===== src/hdl/fchd_params.svh =====
// Constants of the full-closed hybrid deviation block: offsets, fields, reset values.
// Assumes inclusion by bare name from the design modules and the bench.
`ifndef FCHD_PARAMS_SVH
`define FCHD_PARAMS_SVH
`define FCHD_OFS_CTRL 8'h00
`define FCHD_OFS_NUM 8'h04
`define FCHD_OFS_DEN 8'h08
`define FCHD_OFS_LIMIT 8'h0C
`define FCHD_OFS_REVS 8'h10
`define FCHD_OFS_ENC_TOTAL 8'h14
`define FCHD_OFS_SCL_TOTAL 8'h18
`define FCHD_OFS_DEVIATION 8'h1C
`define FCHD_OFS_INT_STATUS 8'h20
`define FCHD_OFS_INT_MASK 8'h24
`define FCHD_CTRL_TYPE_LSB 0
`define FCHD_CTRL_INV_BIT 2
`define FCHD_INT_EXCESS_BIT 0
`define FCHD_INT_CLEAR_BIT 1
`define FCHD_NUM_MAX 21'h100000
`define FCHD_DEN_MIN 21'h000001
`define FCHD_DEN_MAX 21'h100000
`define FCHD_LIMIT_MIN 28'h0000001
`define FCHD_LIMIT_MAX 28'h8000000
`define FCHD_REVS_MAX 7'h64
`define FCHD_RST_TYPE 2'h0
`define FCHD_RST_NUM 21'h000001
`define FCHD_RST_DEN 21'h000001
`define FCHD_RST_LIMIT 28'h0000400
`define FCHD_RST_REVS 7'h00
`define FCHD_RST_MASK 2'h0
`define FCHD_COUNTS_PER_REV 32'h00002710
`define FCHD_DIV_STEPS 6'h38
`endif


===== src/hdl/fchd_pkg.sv =====
// Types shared by the full-closed hybrid deviation block.
// Assumes fchd_params.svh sits on the include path.
package fchd_pkg;
  typedef enum logic [1:0] {
    FCHD_SCALE_AB = 2'b00,
    FCHD_SCALE_SERIAL_INC = 2'b01,
    FCHD_SCALE_SERIAL_ABS = 2'b10
  } fchd_scale_type;
  typedef enum logic {
    FCHD_DIV_IDLE = 1'b0,
    FCHD_DIV_RUN = 1'b1
  } fchd_div_state_type;
  typedef logic [7:0] fchd_addr_type;
  typedef logic signed [31:0] fchd_pos_type;
endpackage : fchd_pkg


===== src/hdl/fchd_step_if.sv =====
// Carrier for single count steps from a quadrature decoder to the core.
// Assumes both ends run on the same clock.
`timescale 1ns/1ps
interface fchd_step_if;
  logic valid;
  logic up;
  modport src (output valid, output up);
  modport dst (input valid, input up);
endinterface : fchd_step_if


===== src/hdl/fchd_core.sv =====
// Full-closed hybrid deviation core: feedback totals, scaling, excess check, APB registers.
// Assumes an APB master on i_clk_sys, and serial scale words already on this clock.
//
// Local design decisions: the register addresses and the APB interface to the registers.
`timescale 1ns/1ps
`include "fchd_params.svh"
module fchd_core #(
  parameter logic [31:0] COUNTS_PER_REV = `FCHD_COUNTS_PER_REV
) (
  input wire logic i_clk_sys, // System clock, 200 MHz
  input wire logic i_rst, // Asynchronous reset, active high
  input wire logic i_psel, // APB select
  input wire logic i_penable, // APB enable
  input wire logic i_pwrite, // APB direction
  input wire fchd_pkg::fchd_addr_type i_paddr, // APB byte address
  input wire logic [31:0] i_pwdata, // APB write data
  output logic [31:0] o_prdata, // APB read data
  output logic o_pready, // APB ready
  output logic o_pslverr, // APB error on unmapped address
  input wire logic i_enc_a, // Motor encoder phase A
  input wire logic i_enc_b, // Motor encoder phase B
  input wire logic i_scl_a, // External scale phase A
  input wire logic i_scl_b, // External scale phase B
  input wire logic i_scl_word_valid, // Serial scale word strobe
  input wire logic [31:0] i_scl_word, // Serial scale position or delta
  output logic o_deviation_excess_error, // Latched excess error
  output logic o_irq // Level interrupt
);
  import fchd_pkg::*;
  function automatic logic [31:0] fchd_abs(input fchd_pos_type v);
    fchd_abs = v[31] ? 32'(-v) : 32'(v);
  endfunction : fchd_abs
  fchd_step_if enc_step ();
  fchd_step_if scl_step ();
  fchd_scale_type type_reg;
  logic invert_reg;
  logic [20:0] num_reg;
  logic [20:0] den_reg;
  logic [27:0] limit_reg;
  logic [6:0] revs_reg;
  logic [1:0] status_reg;
  logic [1:0] status_next;
  logic [1:0] mask_reg;
  logic irq_reg;
  logic err_reg;
  logic [31:0] prdata_reg;
  logic pready_reg;
  logic pslverr_reg;
  fchd_pos_type enc_total_reg;
  fchd_pos_type scl_total_reg;
  fchd_pos_type offset_reg;
  fchd_pos_type deviation_reg;
  fchd_pos_type abs_last_reg;
  logic abs_seen_reg;
  fchd_pos_type scaled;
  fchd_pos_type raw;
  fchd_pos_type scl_delta;
  logic scl_delta_valid;
  logic [31:0] rev_pos_reg;
  logic [6:0] rev_cnt_reg;
  logic clear_pulse_reg;
  logic excess;
  logic wr;
  logic [1:0] w1c;
  logic [31:0] rd_mux;
  logic rd_err;
  fchd_quad_dec u_enc_dec (
    .i_clk_sys(i_clk_sys),
    .i_rst(i_rst),
    .i_a(i_enc_a),
    .i_b(i_enc_b),
    .step(enc_step)
  );
  fchd_quad_dec u_scl_dec (
    .i_clk_sys(i_clk_sys),
    .i_rst(i_rst),
    .i_a(i_scl_a),
    .i_b(i_scl_b),
    .step(scl_step)
  );
  fchd_scaler u_scaler (
    .i_clk_sys(i_clk_sys),
    .i_rst(i_rst),
    .i_delta_valid(scl_delta_valid),
    .i_delta(scl_delta),
    .i_num(num_reg),
    .i_den(den_reg),
    .o_scaled(scaled),
    .o_done()
  );
  // Scale source selection and direction reversal
  always_comb
  begin
    scl_delta = '0;
    scl_delta_valid = 1'b0;
    unique case (type_reg)
      FCHD_SCALE_AB:
      begin
        scl_delta_valid = scl_step.valid;
        scl_delta = scl_step.up ? 32'sh00000001 : -32'sh00000001;
      end
      FCHD_SCALE_SERIAL_INC:
      begin
        scl_delta_valid = i_scl_word_valid;
        scl_delta = i_scl_word;
      end
      FCHD_SCALE_SERIAL_ABS:
      begin
        scl_delta_valid = i_scl_word_valid && abs_seen_reg;
        scl_delta = i_scl_word - abs_last_reg;
      end
    endcase
    if (invert_reg)
      scl_delta = -scl_delta;
  end
  // First absolute word after reset or any write to CTRL only sets the reference
  always_ff @(posedge i_clk_sys or posedge i_rst)
  begin
    if (i_rst)
    begin
      abs_last_reg <= '0;
      abs_seen_reg <= 1'b0;
    end
    else if (wr && i_paddr == `FCHD_OFS_CTRL)
      abs_seen_reg <= 1'b0;
    else if (i_scl_word_valid && type_reg == FCHD_SCALE_SERIAL_ABS)
    begin
      abs_last_reg <= i_scl_word;
      abs_seen_reg <= 1'b1;
    end
  end
  // Feedback pulse sums
  always_ff @(posedge i_clk_sys or posedge i_rst)
  begin
    if (i_rst)
    begin
      enc_total_reg <= '0;
      scl_total_reg <= '0;
    end
    else
    begin
      if (enc_step.valid)
        enc_total_reg <= enc_step.up ? enc_total_reg + 32'sh1 : enc_total_reg - 32'sh1;
      if (scl_delta_valid)
        scl_total_reg <= scl_total_reg + scl_delta;
    end
  end
  // Revolution counting on travel in either direction
  always_ff @(posedge i_clk_sys or posedge i_rst)
  begin
    if (i_rst)
    begin
      rev_pos_reg <= 32'h00000000;
      rev_cnt_reg <= 7'h00;
      clear_pulse_reg <= 1'b0;
    end
    else
    begin
      clear_pulse_reg <= 1'b0;
      if (revs_reg == 7'h00)
      begin
        rev_pos_reg <= 32'h00000000;
        rev_cnt_reg <= 7'h00;
      end
      else if (enc_step.valid)
      begin
        if (rev_pos_reg >= COUNTS_PER_REV - 32'h00000001)
        begin
          rev_pos_reg <= 32'h00000000;
          if (rev_cnt_reg + 7'h01 >= revs_reg)
          begin
            rev_cnt_reg <= 7'h00;
            clear_pulse_reg <= 1'b1;
          end
          else
            rev_cnt_reg <= rev_cnt_reg + 7'h01;
        end
        else
          rev_pos_reg <= rev_pos_reg + 32'h00000001;
      end
    end
  end
  assign raw = enc_total_reg - scaled;
  // Hybrid deviation held against an offset taken at each clear
  always_ff @(posedge i_clk_sys or posedge i_rst)
  begin
    if (i_rst)
    begin
      offset_reg <= '0;
      deviation_reg <= '0;
    end
    else if (clear_pulse_reg)
    begin
      offset_reg <= raw;
      deviation_reg <= '0;
    end
    else
      deviation_reg <= raw - offset_reg;
  end
  assign excess = fchd_abs(deviation_reg) > {4'h0, limit_reg};
  assign wr = i_psel && i_penable && pready_reg && i_pwrite;
  assign w1c = (wr && i_paddr == `FCHD_OFS_INT_STATUS) ? i_pwdata[1:0] : 2'h0;
  // Error stays until software clears it; a live excess wins over the clear
  always_ff @(posedge i_clk_sys or posedge i_rst)
  begin
    if (i_rst)
      err_reg <= 1'b0;
    else if (excess)
      err_reg <= 1'b1;
    else if (w1c[`FCHD_INT_EXCESS_BIT])
      err_reg <= 1'b0;
  end
  always_comb
  begin
    status_next = status_reg & ~w1c;
    status_next[`FCHD_INT_EXCESS_BIT] = status_next[`FCHD_INT_EXCESS_BIT] | excess;
    status_next[`FCHD_INT_CLEAR_BIT] = status_next[`FCHD_INT_CLEAR_BIT] | clear_pulse_reg;
  end
  always_ff @(posedge i_clk_sys or posedge i_rst)
  begin
    if (i_rst)
    begin
      status_reg <= 2'h0;
      irq_reg <= 1'b0;
    end
    else
    begin
      status_reg <= status_next;
      irq_reg <= |(status_next & mask_reg);
    end
  end
  // Configuration writes, out-of-range values clamped or refused
  always_ff @(posedge i_clk_sys or posedge i_rst)
  begin
    if (i_rst)
    begin
      type_reg <= fchd_scale_type'(`FCHD_RST_TYPE);
      invert_reg <= 1'b0;
      num_reg <= `FCHD_RST_NUM;
      den_reg <= `FCHD_RST_DEN;
      limit_reg <= `FCHD_RST_LIMIT;
      revs_reg <= `FCHD_RST_REVS;
      mask_reg <= `FCHD_RST_MASK;
    end
    else if (wr)
    begin
      unique case (i_paddr)
        `FCHD_OFS_CTRL:
        begin
          if (i_pwdata[`FCHD_CTRL_TYPE_LSB+1:`FCHD_CTRL_TYPE_LSB] != 2'h3)
            type_reg <= fchd_scale_type'(i_pwdata[`FCHD_CTRL_TYPE_LSB+1:`FCHD_CTRL_TYPE_LSB]);
          invert_reg <= i_pwdata[`FCHD_CTRL_INV_BIT];
        end
        `FCHD_OFS_NUM:
          num_reg <= (i_pwdata > 32'(`FCHD_NUM_MAX)) ? `FCHD_NUM_MAX : i_pwdata[20:0];
        `FCHD_OFS_DEN:
          if (i_pwdata != 32'h00000000)
            den_reg <= (i_pwdata > 32'(`FCHD_DEN_MAX)) ? `FCHD_DEN_MAX : i_pwdata[20:0];
        `FCHD_OFS_LIMIT:
          if (i_pwdata != 32'h00000000)
            limit_reg <= (i_pwdata > 32'(`FCHD_LIMIT_MAX)) ? `FCHD_LIMIT_MAX : i_pwdata[27:0];
        `FCHD_OFS_REVS:
          revs_reg <= (i_pwdata > 32'(`FCHD_REVS_MAX)) ? `FCHD_REVS_MAX : i_pwdata[6:0];
        `FCHD_OFS_INT_MASK:
          mask_reg <= i_pwdata[1:0];
        default:
          mask_reg <= mask_reg;
      endcase
    end
  end
  always_comb
  begin
    rd_mux = 32'h00000000;
    rd_err = 1'b0;
    unique case (i_paddr)
      `FCHD_OFS_CTRL: rd_mux = {29'h0, invert_reg, type_reg};
      `FCHD_OFS_NUM: rd_mux = {11'h0, num_reg};
      `FCHD_OFS_DEN: rd_mux = {11'h0, den_reg};
      `FCHD_OFS_LIMIT: rd_mux = {4'h0, limit_reg};
      `FCHD_OFS_REVS: rd_mux = {25'h0, revs_reg};
      `FCHD_OFS_ENC_TOTAL: rd_mux = enc_total_reg;
      `FCHD_OFS_SCL_TOTAL: rd_mux = scl_total_reg;
      `FCHD_OFS_DEVIATION: rd_mux = deviation_reg;
      `FCHD_OFS_INT_STATUS: rd_mux = {30'h0, status_reg};
      `FCHD_OFS_INT_MASK: rd_mux = {30'h0, mask_reg};
      default: rd_err = 1'b1;
    endcase
  end
  // No wait state: answer is prepared in the setup cycle
  always_ff @(posedge i_clk_sys or posedge i_rst)
  begin
    if (i_rst)
    begin
      pready_reg <= 1'b0;
      prdata_reg <= 32'h00000000;
      pslverr_reg <= 1'b0;
    end
    else if (i_psel && !i_penable)
    begin
      pready_reg <= 1'b1;
      prdata_reg <= i_pwrite ? 32'h00000000 : rd_mux;
      pslverr_reg <= rd_err;
    end
    else
    begin
      pready_reg <= 1'b0;
      pslverr_reg <= 1'b0;
    end
  end
  assign o_prdata = prdata_reg;
  assign o_pready = pready_reg;
  assign o_pslverr = pslverr_reg;
  assign o_deviation_excess_error = err_reg;
  assign o_irq = irq_reg;
endmodule : fchd_core


===== src/hdl/fchd_quad_dec.sv =====
// Quadrature A/B decoder with three-flop pin synchronisers.
// Assumes asynchronous pins and i_clk_sys far faster than the edge rate.
`timescale 1ns/1ps
module fchd_quad_dec (
  input wire logic i_clk_sys, // System clock
  input wire logic i_rst, // Asynchronous reset, active high
  input wire logic i_a, // Phase A pin
  input wire logic i_b, // Phase B pin
  fchd_step_if.src step // One-cycle count steps
);
  import fchd_pkg::*;
  logic [1:0] s1_reg;
  logic [1:0] s2_reg;
  logic [1:0] s3_reg;
  logic [1:0] ab_reg;
  logic valid_reg;
  logic up_reg;
  always_ff @(posedge i_clk_sys or posedge i_rst)
  begin
    if (i_rst)
    begin
      s1_reg <= 2'h0;
      s2_reg <= 2'h0;
      s3_reg <= 2'h0;
    end
    else
    begin
      s1_reg <= {i_a, i_b};
      s2_reg <= s1_reg;
      s3_reg <= s2_reg;
    end
  end
  // Accept a level only once the second and third stages agree
  always_ff @(posedge i_clk_sys or posedge i_rst)
  begin
    if (i_rst)
    begin
      ab_reg <= 2'h0;
      valid_reg <= 1'b0;
      up_reg <= 1'b0;
    end
    else
    begin
      valid_reg <= 1'b0;
      if (s2_reg == s3_reg && s2_reg != ab_reg)
      begin
        ab_reg <= s2_reg;
        // Both phases flipping at once is a lost state: no count
        valid_reg <= (s2_reg ^ ab_reg) != 2'h3;
        up_reg <= ab_reg[1] ^ s2_reg[0];
      end
    end
  end
  assign step.valid = valid_reg;
  assign step.up = up_reg;
endmodule : fchd_quad_dec


===== src/hdl/fchd_scaler.sv =====
// Scales scale counts into encoder units by numerator over denominator.
// Assumes the denominator is never zero; the quotient trails the input by a divide.
`timescale 1ns/1ps
`include "fchd_params.svh"
module fchd_scaler #(
  parameter int ACC_W = 56
) (
  input wire logic i_clk_sys, // System clock
  input wire logic i_rst, // Asynchronous reset, active high
  input wire logic i_delta_valid, // Scale delta present
  input wire fchd_pkg::fchd_pos_type i_delta, // Signed scale delta
  input wire logic [20:0] i_num, // Ratio numerator
  input wire logic [20:0] i_den, // Ratio denominator
  output fchd_pkg::fchd_pos_type o_scaled, // Scaled scale position
  output logic o_done // Pulse when o_scaled updates
);
  import fchd_pkg::*;
  fchd_div_state_type state_reg;
  logic signed [ACC_W-1:0] acc_reg;
  logic signed [53:0] prod;
  logic [ACC_W-1:0] dvd_reg;
  logic [ACC_W-1:0] quo_reg;
  logic [21:0] rem_reg;
  logic [21:0] rem_sh;
  logic [20:0] den_reg;
  logic neg_reg;
  logic [5:0] cnt_reg;
  fchd_pos_type scaled_reg;
  logic done_reg;
  assign prod = i_delta * $signed({1'b0, i_num});
  assign rem_sh = {rem_reg[20:0], dvd_reg[ACC_W-1]};
  // Product sum kept exact so no remainder is ever lost
  always_ff @(posedge i_clk_sys or posedge i_rst)
  begin
    if (i_rst)
      acc_reg <= '0;
    else if (i_delta_valid)
      acc_reg <= acc_reg + ACC_W'(prod);
  end
  // Restoring divider runs continuously on snapshots of the sum
  always_ff @(posedge i_clk_sys or posedge i_rst)
  begin
    if (i_rst)
    begin
      state_reg <= FCHD_DIV_IDLE;
      dvd_reg <= '0;
      quo_reg <= '0;
      rem_reg <= 22'h000000;
      den_reg <= `FCHD_RST_DEN;
      neg_reg <= 1'b0;
      cnt_reg <= 6'h00;
      scaled_reg <= '0;
      done_reg <= 1'b0;
    end
    else
    begin
      done_reg <= 1'b0;
      unique case (state_reg)
        FCHD_DIV_IDLE:
        begin
          neg_reg <= acc_reg[ACC_W-1];
          dvd_reg <= acc_reg[ACC_W-1] ? ACC_W'(-acc_reg) : acc_reg;
          den_reg <= i_den;
          rem_reg <= 22'h000000;
          cnt_reg <= 6'h00;
          state_reg <= FCHD_DIV_RUN;
        end
        FCHD_DIV_RUN:
        begin
          dvd_reg <= {dvd_reg[ACC_W-2:0], 1'b0};
          if (rem_sh >= {1'b0, den_reg})
          begin
            rem_reg <= rem_sh - {1'b0, den_reg};
            quo_reg <= {quo_reg[ACC_W-2:0], 1'b1};
          end
          else
          begin
            rem_reg <= rem_sh;
            quo_reg <= {quo_reg[ACC_W-2:0], 1'b0};
          end
          cnt_reg <= cnt_reg + 6'h01;
          if (cnt_reg == `FCHD_DIV_STEPS - 6'h01)
            state_reg <= FCHD_DIV_IDLE;
        end
      endcase
      if (state_reg == FCHD_DIV_IDLE && cnt_reg == `FCHD_DIV_STEPS)
      begin
        scaled_reg <= neg_reg ? -quo_reg[31:0] : quo_reg[31:0];
        done_reg <= 1'b1;
      end
    end
  end
  assign o_scaled = scaled_reg;
  assign o_done = done_reg;
endmodule : fchd_scaler


===== config.mk =====
export PLATFORM = sky130hd
export DESIGN_NAME = fchd_core
export DESIGN_NICKNAME = d
export VERILOG_FILES = /design/src/hdl/fchd_pkg.sv /design/src/hdl/fchd_step_if.sv /design/src/hdl/fchd_core.sv /design/src/hdl/fchd_quad_dec.sv /design/src/hdl/fchd_scaler.sv
export VERILOG_INCLUDE_DIRS = /design/src /design/src/hdl
export SDC_FILE = /design/constraint.sdc
export NUM_CORES = 2
export LEC_CHECK = 0
export BUFFER_PORTS_ARGS = -buffer_cell sky130_fd_sc_hd__buf_2
export CORE_MARGIN = 4
export CORE_UTILIZATION = 50
export DETAILED_ROUTE_END_ITERATION = 10
export GPL_TIMING_DRIVEN = 0
export PLACE_DENSITY = 0.77
export SYNTH_ARGS = -nofsm -noshare
export SYNTH_HDL_FRONTEND = slang
export SYNTH_HIERARCHICAL = 1
export SYNTH_SLANG_ARGS = --single-unit
export TNS_END_PERCENT = 30

===== constraint.sdc =====
create_clock -name i_clk_sys -period 13.2 [get_ports i_clk_sys]
set_input_delay 1.32 -clock i_clk_sys [delete_from_list [all_inputs] [get_ports i_clk_sys]]
set_output_delay 1.32 -clock i_clk_sys [all_outputs]
set_load 0.005 [all_outputs]

==> results.toml <==
[worst_setup_path]
crit_top_cell = "fa_1"
cp.depth = 36
r2r_setup_slack_ps = 570
startpoint_type = "input pin"
critPathArrivalTime_ps = 13290
r2r_end = "u_scaler/acc_reg[55]"
r2r_cells = 34
worstPathRequired_ps = 13680
cpMaxStageDelayCell = "fa_1"
rr_startpoint = "type_reg[0]"
critPathMaxFanout = 10
endpoint_kind = "flip-flop"
critPathTopFamily = "adder cells"
crit_buf_inv = 8
critPathMaxStageDelay_ps = 820
crit_type = "in -> reg"

[worst_hold_path]
min_from = "u_enc_dec/s1_reg[1]"
hp-class = "reg -> reg"
hold_path_end = "u_enc_dec/s2_reg[1]"
hold_depth = 0

[grt]
grt_use_total = 0.298
grt_pass1_wl_um = 298000
grt_overflow = 0
use_met2 = 0.468
use_met1 = 0.395
grt_use_met3 = 0.0656
grt_max_degree = 123
busiest_layer = "met2"
grt_pass1_vias = 51400
antenna_found_initial = 17

[clock_tree]
cts_root_buf = "clkbuf_16"
clock-sinks = 567
numCtsBuffers = 68
ctsHoldBuffers = 0
clock_latency_ps = 660
cts_tree = "yes"
ctsResizeCount = 0
cts_setup_buffers = 0
h-tree-depth = 3
clkTransAtPathRegs_ps = 60
cts_max_path_buffers = 3

[routing]
route.detailed.drc = 0
drt_first_pass_iters = 8
wl_um = 193000
wl_per_cell_um = 22.1
drt_iter0_drc = 5030
via_per_inst = 5.85
vias = 51000
ant_nets = 0

[power_and_ir_drop]
combPwrFrac = 0.523
switching_power_mw = 4.09
p_leak_nw = 31.4
power.density_nw_per_um2 = 136
swShare = 0.449
power.internal_mw = 5.01
power_mw = 9.11
p_seq_frac = 0.257
p_clk_frac = 0.220
ir_worst_vdd_mv = 0.158

[timing]
min_period_over_period = 0.971
final-setup-viol-count = 0
skew_ps = 41.2
whs_ps = 352
drv_slew = 0
finalHoldViolCount = 0
worstMarginPinSlew_ps = 1460
fmax_mhz = 78.0
setup_slack_ps = 383
fin_crit_ps = 12820
slew_headroom = 0.0177
grt_setup_unrepaired = "no"
tns_ps = 0

[layout]
fin_nets = 8232
layout_commonest_cell = "inv_1"
drive_gt1_frac = 0.0657
instances_no_fill = 8731
fillers = 11000
area_growth_pct = 8.33
finalInstanceArea_um2 = 66800
final_cell_mix = "inv_1, nand2_1, fa_1, dfrtp_1, o21ai_0"
final_util = 0.547

[placed_design]
dpl_cell_area_um2 = 64300
place_inst = 8599
place_congestion = 1.00
place_ws_ps = -218
hpwlAfterDp_um = 157000
port_buffers = 114

[die]
die_h_um = 359
die_w_um = 359
initial_core_util = 0.505
fp.dieArea_um2 = 129000
rows = 128
core-area_um2 = 122000
pin_count = 118

[run_status]
violations = "capacitance limit"
outcome = "complete, but fails checks"

[synthesis]
synth_nets = 8043
synth_cells = 6855
yosys_warnings = 6
avgSynthCellArea_um2 = 8.99
synth_area_um2 = 61600

[job]
timing.max_cap.violations = 1
-- power groups by stage --
stage | combinational [mW] | sequential (mW) | clock, mW
2_1_floorplan | 3.50 | 2.17 | 0
3_3_place_gp | 4.50 | 2.34 | 0
3_5_place_dp | 4.62 | 2.35 | 0
4_1_cts | 4.66 | 2.32 | 2.03
5_1_grt | 5.24 | 2.35 | 2.11
6_report | 4.76 | 2.34 | 2.00
-- per-layer routing --
metal  wire, um  vias up
li1           -    22700
met1      76600    25400
met2      86300     2385
met3      19600      525
met4      10600       12
met5         70        -
-- worst max-delay path by stage --
stage	startpoint	endpoint
2_1_floorplan	i_scl_word[0]	u_scaler/acc_reg[51]
3_3_place_gp	i_rst	den_reg[11]
3_5_place_dp	i_scl_word[0]	u_scaler/acc_reg[55]
4_1_cts	i_scl_word[0]	u_scaler/acc_reg[55]
5_1_grt	i_scl_word[0]	u_scaler/acc_reg[55]
6_report	i_scl_word[0]	u_scaler/acc_reg[55]
-- final cells by class --
cell class              count  area [um2]  area share
inverters                1045        3940      0.0590
repair buffers            119         673      0.0101
well taps                1625        2030      0.0305
clock buffers              89        1870      0.0280
diodes                      8        20.0    0.000300
plain buffers             302        1190      0.0179
multi-input cells        4941       42300       0.634
flip-flops and latches    567       14200       0.213
clock inverters            35         513     0.00768
(Power assumes the default switching activity.)
